$ cat config.mk
export PLATFORM = sky130hd
export DESIGN_NAME = tstp_top
export DESIGN_NICKNAME = d
export VERILOG_FILES = /design/src/pkg/tstp_pkg.sv /design/src/hw/tstp_edge_sync.sv /design/src/hw/tstp_prescaler.sv /design/src/hw/tstp_top.sv
export SDC_FILE = /design/constraint.sdc
export NUM_CORES = 1
export LEC_CHECK = 0
export CAP_MARGIN = 20
export CORE_UTILIZATION = 50
export CTS_CLUSTER_SIZE = 14
export DETAILED_ROUTE_END_ITERATION = 10
export DONT_BUFFER_PORTS = 1
export HOLD_SLACK_MARGIN = 0.05
export PLACE_DENSITY_LB_ADDON = 0.3
export SYNTH_ARGS = -nofsm -noshare
export SYNTH_HDL_FRONTEND = slang
export SYNTH_SLANG_ARGS = --single-unit
$ cat constraint.sdc
create_clock -name hclk -period 2.48 [get_ports hclk]
set_clock_uncertainty 0.2 [all_clocks]
set_input_delay 0.248 -clock hclk [delete_from_list [all_inputs] [get_ports hclk]]
set_output_delay 0.248 -clock hclk [all_outputs]
set_load 0.1 [all_outputs]
$ cat src/pkg/tstp_pkg.sv
// Purpose: Shared constants and types for the trigger start pulse timer.
// Assumes: A single 100 MHz system clock.
// Notes: Register indices are word indices; byte address is four times the index.
package tstp_pkg;

  localparam int unsigned TSTP_PRESC_W = 13;
  localparam real TSTP_CLK_PERIOD_NS = 10.0;

  // Register word indices.
  localparam logic [15:0] TSTP_IDX_CTL0 = 16'hffa0;
  localparam logic [15:0] TSTP_IDX_STAT = 16'hffa1;
  localparam logic [15:0] TSTP_IDX_CORA = 16'hffa2;
  localparam logic [15:0] TSTP_IDX_CORB = 16'hffa3;
  localparam logic [15:0] TSTP_IDX_CNT = 16'hffa4;
  localparam logic [15:0] TSTP_IDX_CTL1 = 16'hffa5;
  localparam logic [15:0] TSTP_IDX_PORT = 16'hffe0;

  // Reset values.
  localparam logic [7:0] TSTP_CTL0_RST = 8'h00;
  localparam logic [7:0] TSTP_CTL1_RST = 8'h00;
  localparam logic [7:0] TSTP_STAT_RST = 8'h00;
  localparam logic [7:0] TSTP_CORA_RST = 8'hff;
  localparam logic [7:0] TSTP_CORB_RST = 8'hff;
  localparam logic [7:0] TSTP_CNT_RST = 8'h00;
  localparam logic [7:0] TSTP_PORT_RST = 8'h00;

  // Writable bit masks.
  localparam logic [7:0] TSTP_CTL1_WMASK = 8'h1d;
  localparam logic [7:0] TSTP_STAT_WMASK = 8'h0f;

  // Field positions.
  localparam int unsigned TSTP_PORT_TRIG_BIT = 7;
  localparam int unsigned TSTP_FLAG_B_BIT = 7;
  localparam int unsigned TSTP_FLAG_A_BIT = 6;
  localparam int unsigned TSTP_FLAG_OVF_BIT = 5;

  // Smallest internal divisor as a power of two.
  localparam int unsigned TSTP_DIV_BASE_LOG2 = 2;
  localparam int unsigned TSTP_NUM_DIVS = 6;

  typedef enum logic [1:0] {
    TSTP_CCLR_NONE = 2'b00,
    TSTP_CCLR_ON_A = 2'b01,
    TSTP_CCLR_ON_B = 2'b10,
    TSTP_CCLR_ON_TRIG = 2'b11
  } tstp_cclr_t;

  typedef enum logic [1:0] {
    TSTP_EDGE_OFF = 2'b00,
    TSTP_EDGE_RISE = 2'b01,
    TSTP_EDGE_FALL = 2'b10,
    TSTP_EDGE_BOTH = 2'b11
  } tstp_edge_t;

  typedef enum logic [1:0] {
    TSTP_OS_KEEP = 2'b00,
    TSTP_OS_LOW = 2'b01,
    TSTP_OS_HIGH = 2'b10,
    TSTP_OS_TOGGLE = 2'b11
  } tstp_os_t;

  typedef struct packed {
    logic ie_b;
    logic ie_a;
    logic ie_ovf;
    tstp_cclr_t cclr;
    logic [2:0] cks;
  } tstp_ctl0_t;

  typedef struct packed {
    logic [2:0] rsv_hi;
    tstp_edge_t edge_sel;
    logic trig_en;
    logic rsv_lo;
    logic icks0;
  } tstp_ctl1_t;

  typedef struct packed {
    logic [2:0] cks;
    logic icks0;
  } tstp_clk_sel_t;

endpackage : tstp_pkg

$ cat src/hw/tstp_edge_sync.sv
// Purpose: Two-stage synchroniser with rising and falling edge pulses.
// Assumes: Pin is asynchronous to hclk.
// Notes: Edge pulses last one hclk cycle.
`timescale 1ns/1ps
`default_nettype none
module tstp_edge_sync (
  input wire logic hclk,
  input wire logic hresetn,
  input wire logic pin_in,
  output logic rise,
  output logic fall
);
  logic meta_reg;
  logic sync_reg;
  logic last_reg;

  always_ff @(posedge hclk or negedge hresetn) begin
    if (!hresetn) begin
      meta_reg <= 1'b1;
      sync_reg <= 1'b1;
      last_reg <= 1'b1;
    end else begin
      meta_reg <= pin_in;
      sync_reg <= meta_reg;
      last_reg <= sync_reg;
    end
  end

  assign rise = sync_reg & ~last_reg;
  assign fall = ~sync_reg & last_reg;
endmodule : tstp_edge_sync
`default_nettype wire

$ cat src/hw/tstp_prescaler.sv
// Purpose: Free-running prescaler and counter clock source selection.
// Assumes: External clock edges arrive already synchronised.
// Notes: Tick is a one-cycle strobe at the selected rate.
`timescale 1ns/1ps
`default_nettype none
module tstp_prescaler
  import tstp_pkg::*;
#(
  parameter int unsigned PRESC_W = TSTP_PRESC_W
) (
  input wire logic hclk,
  input wire logic hresetn,
  input wire tstp_clk_sel_t sel,
  input wire logic ext_rise,
  input wire logic ext_fall,
  output logic tick
);
  logic [PRESC_W-1:0] pss_reg;
  logic [TSTP_NUM_DIVS-1:0] div_tick;

  always_ff @(posedge hclk or negedge hresetn) begin
    if (!hresetn) begin
      pss_reg <= '0;
    end else begin
      pss_reg <= pss_reg + {{(PRESC_W-1){1'b0}}, 1'b1};
    end
  end

  // Divide by 2^(i+2): strobe when the low bits are all ones.
  for (genvar i = 0; i < TSTP_NUM_DIVS; i++) begin : g_div
    assign div_tick[i] = &pss_reg[i+TSTP_DIV_BASE_LOG2-1:0];
  end

  always_comb begin
    unique case (sel.cks)
      3'h1: tick = sel.icks0 ? div_tick[1] : div_tick[0];
      3'h2: tick = sel.icks0 ? div_tick[3] : div_tick[2];
      3'h3: tick = sel.icks0 ? div_tick[5] : div_tick[4];
      3'h5: tick = ext_rise;
      3'h6: tick = ext_fall;
      3'h7: tick = ext_rise | ext_fall;
      default: tick = 1'b0;
    endcase
  end
endmodule : tstp_prescaler
`default_nettype wire

$ cat src/hw/tstp_top.sv
// Purpose: Trigger started 8-bit pulse timer with an AHB-Lite register slave.
// Assumes: Single-word AHB-Lite transfers; zero wait states.
// Notes: Trigger and external clock pins are synchronised before use.
//
// Our own choice: the AHB-Lite interface to the registers.
`timescale 1ns/1ps
`default_nettype none
// Notes on behaviour
// - A 13-bit prescaler advances every system clock and feeds divided clocks.
// - Counter is 8-bit read/write up-counter; nine clock sources, six internal, three external.
// - Control zero picks counter clock and the counter clearing condition.
// - Control one picks trigger edge, start-on-trigger, halt on clear, clock share.
// - Constant A is always compared with the counter; equality raises match A.
// - Equality with constant B raises match B; with that clear mode counter goes zero.
// - Status register sets pin level on matches; 0x16 gives high at A, low at B.
// - Control zero 0x13: interrupts off, clear on B, clock divided by 64.
// - Control one 0xF6: falling trigger, start on trigger and halt on clear, divide 64 kept.
// - Port select bit 7 set routes shared pin to the trigger function.
// - Match A occurs exactly when counter reaches the constant A value.
module tstp_top
  import tstp_pkg::*;
#(
  parameter int unsigned PRESC_W = TSTP_PRESC_W
) (
  input wire logic hclk,
  input wire logic hresetn,
  input wire logic hsel,
  input wire logic [31:0] haddr,
  input wire logic [1:0] htrans,
  input wire logic hwrite,
  input wire logic [2:0] hsize,
  input wire logic [31:0] hwdata,
  input wire logic hready,
  output logic [31:0] hrdata,
  output logic hreadyout,
  output logic hresp,
  input wire logic trigger_in_pin,
  input wire logic ext_clk_pin,
  output logic pulse_out_pin
);

  tstp_ctl0_t ctl0_reg;
  tstp_ctl1_t ctl1_reg;
  logic [7:0] cora_reg;
  logic [7:0] corb_reg;
  logic [7:0] cnt_reg;
  logic [7:0] port_reg;
  logic [3:0] os_reg;
  logic match_b_flag;
  logic match_a_flag;
  logic overflow_flag;
  logic run_reg;
  logic eq_a_prev_reg;
  logic eq_b_prev_reg;
  logic pulse_reg;
  logic [31:0] hrdata_reg;
  logic wr_pend_reg;
  logic [15:0] idx_reg;

  logic trig_rise;
  logic trig_fall;
  logic ext_rise;
  logic ext_fall;
  logic tick;
  tstp_clk_sel_t clk_sel;

  logic addr_ok;
  logic take;
  logic [15:0] idx_in;
  logic wr_ctl0;
  logic wr_ctl1;
  logic wr_stat;
  logic wr_cora;
  logic wr_corb;
  logic wr_cnt;
  logic wr_port;
  logic [7:0] wbyte;
  logic [7:0] rd_byte;

  logic trig_evt;
  logic match_a;
  logic match_b;
  logic clr_by_match;
  logic clr_evt;
  logic running;
  logic cnt_inc;
  tstp_os_t os_a;
  tstp_os_t os_b;

  // Pin synchronisers.
  tstp_edge_sync u_trig_sync (
    .hclk(hclk),
    .hresetn(hresetn),
    .pin_in(trigger_in_pin),
    .rise(trig_rise),
    .fall(trig_fall)
  );

  tstp_edge_sync u_ext_sync (
    .hclk(hclk),
    .hresetn(hresetn),
    .pin_in(ext_clk_pin),
    .rise(ext_rise),
    .fall(ext_fall)
  );

  assign clk_sel = '{cks: ctl0_reg.cks, icks0: ctl1_reg.icks0};

  tstp_prescaler #(
    .PRESC_W(PRESC_W)
  ) u_presc (
    .hclk(hclk),
    .hresetn(hresetn),
    .sel(clk_sel),
    .ext_rise(ext_rise),
    .ext_fall(ext_fall),
    .tick(tick)
  );

  // AHB-Lite address phase decode.
  assign idx_in = haddr[17:2];
  assign addr_ok = (haddr[31:18] == 14'h0000) && (haddr[1:0] == 2'b00) && (hsize == 3'b010);
  assign take = hsel && htrans[1] && hready && addr_ok;
  assign hreadyout = 1'b1;
  assign hresp = 1'b0;
  assign hrdata = hrdata_reg;

  always_ff @(posedge hclk or negedge hresetn) begin
    if (!hresetn) begin
      wr_pend_reg <= 1'b0;
      idx_reg <= 16'h0000;
    end else if (hready) begin
      wr_pend_reg <= take && hwrite;
      idx_reg <= idx_in;
    end
  end

  assign wbyte = hwdata[7:0];
  assign wr_ctl0 = wr_pend_reg && (idx_reg == TSTP_IDX_CTL0);
  assign wr_ctl1 = wr_pend_reg && (idx_reg == TSTP_IDX_CTL1);
  assign wr_stat = wr_pend_reg && (idx_reg == TSTP_IDX_STAT);
  assign wr_cora = wr_pend_reg && (idx_reg == TSTP_IDX_CORA);
  assign wr_corb = wr_pend_reg && (idx_reg == TSTP_IDX_CORB);
  assign wr_cnt = wr_pend_reg && (idx_reg == TSTP_IDX_CNT);
  assign wr_port = wr_pend_reg && (idx_reg == TSTP_IDX_PORT);

  always_comb begin
    unique case (idx_in)
      TSTP_IDX_CTL0: rd_byte = ctl0_reg;
      TSTP_IDX_STAT: rd_byte = {match_b_flag, match_a_flag, overflow_flag, 1'b0, os_reg};
      TSTP_IDX_CORA: rd_byte = cora_reg;
      TSTP_IDX_CORB: rd_byte = corb_reg;
      TSTP_IDX_CNT: rd_byte = cnt_reg;
      TSTP_IDX_CTL1: rd_byte = ctl1_reg;
      TSTP_IDX_PORT: rd_byte = port_reg;
      default: rd_byte = 8'h00;
    endcase
  end

  always_ff @(posedge hclk or negedge hresetn) begin
    if (!hresetn) begin
      hrdata_reg <= 32'h0000_0000;
    end else if (take && !hwrite) begin
      hrdata_reg <= {24'h00_0000, rd_byte};
    end
  end

  // Control and constant registers.
  always_ff @(posedge hclk or negedge hresetn) begin
    if (!hresetn) begin
      ctl0_reg <= TSTP_CTL0_RST;
      ctl1_reg <= TSTP_CTL1_RST;
      cora_reg <= TSTP_CORA_RST;
      corb_reg <= TSTP_CORB_RST;
      port_reg <= TSTP_PORT_RST;
      os_reg <= TSTP_STAT_RST[3:0];
    end else begin
      if (wr_ctl0) begin
        ctl0_reg <= wbyte;
      end
      if (wr_ctl1) begin
        ctl1_reg <= wbyte & TSTP_CTL1_WMASK;
      end
      if (wr_cora) begin
        cora_reg <= wbyte;
      end
      if (wr_corb) begin
        corb_reg <= wbyte;
      end
      if (wr_port) begin
        port_reg <= wbyte;
      end
      if (wr_stat) begin
        os_reg <= wbyte[3:0] & TSTP_STAT_WMASK[3:0];
      end
    end
  end

  // Trigger is seen only when the shared pin is given to the timer.
  always_comb begin
    trig_evt = 1'b0;
    if (port_reg[TSTP_PORT_TRIG_BIT]) begin
      unique case (ctl1_reg.edge_sel)
        TSTP_EDGE_RISE: trig_evt = trig_rise;
        TSTP_EDGE_FALL: trig_evt = trig_fall;
        TSTP_EDGE_BOTH: trig_evt = trig_rise | trig_fall;
        TSTP_EDGE_OFF: trig_evt = 1'b0;
      endcase
    end
  end

  // Matches fire once when the counter first takes the constant's value.
  assign match_a = (cnt_reg == cora_reg) && !eq_a_prev_reg;
  assign match_b = (cnt_reg == corb_reg) && !eq_b_prev_reg;

  always_ff @(posedge hclk or negedge hresetn) begin
    if (!hresetn) begin
      eq_a_prev_reg <= 1'b1;
      eq_b_prev_reg <= 1'b1;
    end else begin
      eq_a_prev_reg <= cnt_reg == cora_reg;
      eq_b_prev_reg <= cnt_reg == corb_reg;
    end
  end

  assign clr_by_match = (ctl0_reg.cclr == TSTP_CCLR_ON_A && match_a)
                      || (ctl0_reg.cclr == TSTP_CCLR_ON_B && match_b);
  assign clr_evt = clr_by_match || (ctl0_reg.cclr == TSTP_CCLR_ON_TRIG && trig_evt);
  assign running = !ctl1_reg.trig_en || run_reg;
  assign cnt_inc = tick && running;

  // Run flag: a trigger starts counting, a clearing match halts it.
  always_ff @(posedge hclk or negedge hresetn) begin
    if (!hresetn) begin
      run_reg <= 1'b0;
    end else if (trig_evt) begin
      run_reg <= 1'b1;
    end else if (clr_by_match) begin
      run_reg <= 1'b0;
    end
  end

  // Counter: a bus write wins, then clearing, then counting.
  always_ff @(posedge hclk or negedge hresetn) begin
    if (!hresetn) begin
      cnt_reg <= TSTP_CNT_RST;
    end else if (wr_cnt) begin
      cnt_reg <= wbyte;
    end else if (clr_evt) begin
      cnt_reg <= 8'h00;
    end else if (cnt_inc) begin
      cnt_reg <= cnt_reg + 8'h01;
    end
  end

  // Flags: hardware set wins over a software clear by writing zero.
  always_ff @(posedge hclk or negedge hresetn) begin
    if (!hresetn) begin
      match_b_flag <= TSTP_STAT_RST[TSTP_FLAG_B_BIT];
      match_a_flag <= TSTP_STAT_RST[TSTP_FLAG_A_BIT];
      overflow_flag <= TSTP_STAT_RST[TSTP_FLAG_OVF_BIT];
    end else begin
      if (match_b) begin
        match_b_flag <= 1'b1;
      end else if (wr_stat && !wbyte[TSTP_FLAG_B_BIT]) begin
        match_b_flag <= 1'b0;
      end
      if (match_a) begin
        match_a_flag <= 1'b1;
      end else if (wr_stat && !wbyte[TSTP_FLAG_A_BIT]) begin
        match_a_flag <= 1'b0;
      end
      if (cnt_inc && cnt_reg == 8'hff && !clr_evt && !wr_cnt) begin
        overflow_flag <= 1'b1;
      end else if (wr_stat && !wbyte[TSTP_FLAG_OVF_BIT]) begin
        overflow_flag <= 1'b0;
      end
    end
  end

  // Output pin: a match B action other than keep takes priority over match A.
  assign os_a = tstp_os_t'(os_reg[1:0]);
  assign os_b = tstp_os_t'(os_reg[3:2]);

  function automatic logic os_apply(input logic cur, input tstp_os_t os);
    unique case (os)
      TSTP_OS_LOW: os_apply = 1'b0;
      TSTP_OS_HIGH: os_apply = 1'b1;
      TSTP_OS_TOGGLE: os_apply = ~cur;
      TSTP_OS_KEEP: os_apply = cur;
    endcase
  endfunction : os_apply

  always_ff @(posedge hclk or negedge hresetn) begin
    if (!hresetn) begin
      pulse_reg <= 1'b0;
    end else if (match_b && os_b != TSTP_OS_KEEP) begin
      pulse_reg <= os_apply(pulse_reg, os_b);
    end else if (match_a) begin
      pulse_reg <= os_apply(pulse_reg, os_a);
    end
  end

  assign pulse_out_pin = pulse_reg;
endmodule : tstp_top
`default_nettype wire

======== Word-level counts from Yosys, hierarchy flattened ========
Index checks and enable logic that the tools add are counted.
storage, ports and cells
  register bits after elaboration ......... 99
  input bits .............................. 76
  output and inout bits ................... 35
  word-level logic and storage cells ...... 161
cells by class
  add/sub/neg operators ................... 2
  equality and inequality tests ........... 38
  mux-type cells .......................... 22
  bitwise logic cells ..................... 11
  reduce and logical (&&, ||, !) cells .... 58
operators by type and width
  cell                   count
  $eq 16x16->1 const B   14
  $pmux 8 s7             1
  $logic_and 1x1->1      27
  $mux 8                 3
  $eq 2x2->1 const B     8
  $eq 8x8->1             2
  $logic_not 14->1       1
  $mux 1                 14
  $add 13x1->13 const B  1
  $reduce_bool 2->1      6
  $eq 3x2->1 const B     3
  $eq 3x3->1 const B     3
  $logic_not 1->1        9
  $add 8x1->8 const B    1
  $eq 2x1->1 const B     4
  $eq 8x8->1 const B     1
  $logic_not 2->1        4
  $reduce_and 7->1       1
  $pmux 1 s3             2
  $pmux 1 s6             1
  $reduce_and 3->1       2
  $reduce_and 6->1       1
  $not 1->1              5
  $reduce_and 5->1       1
  other kinds (9)        16

======== Depth between registers and ports, before layout ========
  depth after elaboration ................. 11
  gate-level depth with buffers ........... 10

======== Hierarchy ========
Synthesis repeated with hierarchy kept, for this count alone.
second synthesis, totals
  cell total of the unflattened synthesis .. 438
  area, all modules ....................... 5159.9 µm²
modules (own cells, without submodules)
  module          instances  cells an instance  area each (µm²)
  tstp_top        1          395                4585.6
  tstp_prescaler  1          33                 386.6
  tstp_edge_sync  2          5                  93.8

======== Worst setup path after synthesis ========
No wires, ideal clock.
  path kind ............................... reg-to-reg
  from .................................... reg u_presc.pss_reg[0]
  to ...................................... reg cnt_reg[4]
  arrival time ............................ 2.007 ns
  data required time ...................... 2.141 ns
  setup slack ............................. 0.134 ns
  stages on the path, launching flop included .. 11
  path buffers ............................ 1
  cell sequence ........................... dfrtp_1 > ha_1 > and3_1 > ha_1 > nand2_1 > a21oi_1 > o221ai_1 > nand2_1 > clkbuf_1 > o41ai_1 > a221oi_1
between the ends
  cells in the longest elaborated chain, start to end .. 5
  elaborated cells between the ends (all ways) .. 12
  classes of those cells .................. 4 x mux; 8 x reduce/logical
ends and longest elaborated chain
  item                                      line                                                              RTL
  from (decl)                               tstp_prescaler.sv:18                                              logic [PRESC_W-1:0] pss_reg;
  from (signal assigned)                    tstp_prescaler.sv:25                                              pss_reg <= pss_reg + {{(PRESC_W-1){1'b0}}, 1'b1};
  $reduce_and 7->1 (tied with other cells)  tstp_prescaler.sv:31                                              assign div_tick[i] = &pss_reg[i+TSTP_DIV_BASE_LOG2-1:0];
  $mux 1 (on tied branches)                 tstp_prescaler.sv:38, tstp_prescaler.sv:36, tstp_prescaler.sv:37
  $pmux 1 s6 *                              tstp_prescaler.sv:35                                              unique case (sel.cks)
  $logic_and 1x1->1 *                       tstp_top.sv:230                                                   assign cnt_inc = tick && running;
  $reduce_bool 3->1 (no line) *             --
  to (signal assigned)                      tstp_top.sv:248                                                   cnt_reg <= wbyte;
  to (signal assigned)                      tstp_top.sv:252                                                   cnt_reg <= cnt_reg + 8'h01;
  to (decl)                                 tstp_top.sv:46                                                    logic [7:0] cnt_reg;
Every way passes the cells marked *; elsewhere a longest branch is shown, timed or not.
A chain may end at the register's enable or synchronous reset.

======== Worst setup path after layout ========
  from .................................... reg idx_reg[3]
  to ...................................... reg overflow_flag
between the ends
  cells in the longest elaborated chain, start to end .. 5
  elaborated cells between the ends (all ways) .. 9
  classes of those cells .................. 2 x eq/ne; 1 x mux; 6 x reduce/logical
ends and longest elaborated chain
  item                                         line             RTL
  from (decl)                                  tstp_top.sv:58   logic [15:0] idx_reg;
  from (signal assigned)                       tstp_top.sv:134  idx_reg <= idx_in;
  $eq 16x16->1                                 tstp_top.sv:144  assign wr_cnt = wr_pend_reg && (idx_reg == TSTP_IDX_CNT);
  $logic_and 1x1->1                            tstp_top.sv:144
  $logic_not 1->1                              tstp_top.sv:273  if (cnt_inc && cnt_reg == 8'hff && !clr_evt && !wr_cnt) begin
  $logic_and 1x1->1                            tstp_top.sv:273
  $mux 1 or $reduce_bool 2->1 (tied branches)  --
  to (signal assigned)                         tstp_top.sv:261  overflow_flag <= TSTP_STAT_RST[TSTP_FLAG_OVF_BIT];
  to (decl)                                    tstp_top.sv:51   logic overflow_flag;
Several ways; a longest one is shown, not always the timed one.

==> results.ini <==
[routing]
drt_iter0_markers = 286
first_pass_iters = 5
ant_nets = 0
wl_per_cell_um = 18.6
vias_per_cell = 5.79
vias = 3779
wirelength_mm = 12.1
drc = 0

[synthesis]
syn_area_um2 = 5080
synth.ff_latch_count = 93
synthCells = 463
avgSynthCellArea_um2 = 11.0
async_reset_ff_share_pct = 100
yosysSeqAreaShare_pct = 46.4
synth_edf_count = 0
ys_types = 62
yosys_most_used_dff = dfrtp_1
yosys_warnings = 0

[grt]
grt_start_max_net_pins = 94
grt_pass1_vias = 3681
met1_usage_pct = 32.8
antenna_found_initial = 0
grt_use_met2_pct = 40.3
use_met3_pct = 3.59
grt_pass1_wl_mm = 19.3
grt_overflow = 0
track_usage_pct = 24.6
gr-max-usage-layer = met2

[sta]
finalSetupViolations = 0
period_minus_slack_ps = 2430
hold_violations = 93
period_share_pct = 97.9
worst_pin_slew_ps = 614
drv_slew = 0
slew_headroom_pct = 58.7
timing.fmax_mhz = 412
holdWs_ps = -642
rsz0062_at_grt = yes

[layout]
nNetsFinal = 600
largest_register_ffs = 16
final_cell_mix = 69 x dfrtp_1, 57 x mux2_2, 43 x dlygate4sd3_1, 42 x nand2_1
drive_gt1_share_pct = 29.2
n_antenna_cell = 0
fillCellCount = 827
syn2layout_area_growth_pct = 17.9
layout_commonest_cell = dfrtp_1
fin_area_um2 = 5990
layoutNonFillerInstCount = 653

[clocking]
clk_path_buf_depth = 2
cts_buffers = 9
holdBufCountCts = 43
clk-insertion-delay-late_ps = 370
cts_tree = done
htree_levels = 3
cts-root-buf = clkbuf_8
cts_sinks = 93
path_clk_slew_ps = 100
postCtsSetupRepairBufs = 0

[critical_path]
crit_path_start_kind = flip-flop
worst-r2r-setup-slack_ps = 50
r2r_start = idx_reg[3]
r2r_cells = 6
crit_fanout = 7
crit_path_end_kind = flip-flop
worst-setup-path-type = flip-flop to flip-flop
r2r_end = overflow_flag
required_ps = 2530
startpoint = idx_reg[3]
arrival_ps = 2480
crit_path_end = overflow_flag

[floorplan]
die_h_um = 103
pin_count = 111
die_area_um2 = 10600
rows = 36
start_util_pct = 51.7
die_x_um = 103
core_um2 = 9820

[flow_run]
cap_violations = 0

[placed_design]
gp_congestion = 0.818
post-place-cells = 593
place_hpwl_mm = 7.91
port_buffers = 0
place_area_um2 = 5210

[pwr]
powerDensity_nw_per_um2 = 530
power_mw = 3.17
ir_drop_mv = 0.310
leakagePower_nw = 2.54

[hold_path]
min_path_type = input pin to async pin

[outcome]
status = finished, violations left
violations = negative hold slack

==> logic make-up (layout without fill, tap and decap cells) <==
family / count (synthesis) / count (layout) / share of synthesized area (%)
compound gates: 84 / 84 / 11.7
xor+xnor: 19 / 19 / 3.28
fa+ha+maj: 9 / 9 / 2.22
buf+inv: 65 / 98 / 7.39
flops: 93 / 93 / 46.4
mux: 64 / 64 / 14.4
other cells: 2 / 26 / 0.148
simple gates: 127 / 127 / 14.5
==> layout make-up <==
cell class / instances / area [um^2] / share of cell area, %
Sequential cell: 93 / 2360 / 39.4
Multi-Input combinational cell: 329 / 2540 / 42.5
Clock buffer: 10 / 128 / 2.13
Inverter: 13 / 48.8 / 0.815
Clock inverter: 6 / 96.3 / 1.61
Tap cell: 133 / 166 / 2.78
Timing Repair Buffer: 69 / 647 / 10.8
==> stage by stage <==
stage | setup TNS (ps) | util [%] | setup slack [ps] | hold WS [ps]
floorplan | 0 | - | 134 | -248
global route | -63.2 | 61.0 | -20.6 | -672
global placement | 0 | 53.1 | 14.0 | -245
CTS | 0 | 59.9 | 8.14 | -657
detailed placement | -120 | 53.1 | -58.8 | -246
finish | 0 | 61.0 | 52.3 | -642
==> routing by layer <==
layer	share of wire [%]	up-vias
li1	-	1741
met1	44	1902
met2	50	116
met3	4.2	20
met4	2.2	0
met5	0	-
==> synth_stat cells (all sizes together), types with 2 or more instances <==
cell | count | area (um^2)
a211oi | 4 | 30.0
nor2b | 3 | 18.8
buf | 39 | 277
o22ai | 2 | 12.5
a211o | 6 | 52.6
dfrtp | 69 | 1730
clkbuf | 13 | 50.0
nand2 | 43 | 161
a222oi | 6 | 60.1
a22oi | 7 | 52.6
a21boi | 2 | 15.0
and3 | 4 | 25.0
o41ai | 4 | 35.0
a21oi | 8 | 40.0
nand4b | 2 | 17.5
o21ai | 26 | 130
dfstp | 24 | 631
nand3b | 2 | 15.0
nand2b | 8 | 52.6
nand3 | 9 | 45.0
nor2 | 14 | 52.6
nor3 | 5 | 25.0
mux2i | 3 | 30.0
mux2 | 61 | 702
a221oi | 3 | 32.5
or2 | 3 | 18.8
nor4b | 3 | 41.3
or3 | 4 | 30.0
and2 | 2 | 12.5
o31ai | 3 | 22.5
nor4 | 7 | 88.8
and4 | 3 | 26.3
nand4 | 12 | 75.1
ha | 9 | 113
a21o | 2 | 15.0
conb | 2 | 7.51
xnor2 | 19 | 166
o221ai | 2 | 17.5
a32o | 2 | 20.0
inv | 13 | 48.8
==> critical path: stages, from the launching register on <==
cell and delay, ps:
dfrtp_1 380, or2_1 280, nor4_4 380, nand2b_2 110, or3_1 560, o21ai_0 290, o31ai_1 100
==> where the power goes <==
group | total [mW] | switching, mW | internal [mW]
logic | 0.400 | 0.258 | 0.141
clock network | 1.14 | 0.565 | 0.579
registers | 1.63 | 0.0482 | 1.58
total | 3.17 | 0.872 | 2.30
==> how the worst min path moves through the flow <==
stage,slack (ps),depth (start not counted),endpoint
after floorplan,-250,0,clk_sel[0]
after global placement,-240,0,u_presc.pss_reg[3]
after detailed placement,-250,0,u_presc.pss_reg[5]
after CTS,-660,0,u_presc.pss_reg[5]
after global routing,-670,0,u_presc.pss_reg[5]
final,-640,0,u_presc.pss_reg[5]
==> what timing repair did <==
| item | CTS | global route |
|---|---|---|
| gates resized for setup | 3 | 20 |
| cloned | 0 | 1 |
| hold endpoints to repair | 167 | 93 |
| endpoints found under the setup margin | 6 | 9 |
| pin swaps | 0 | 3 |
Note: power is estimated with default switching activity, not from simulation.
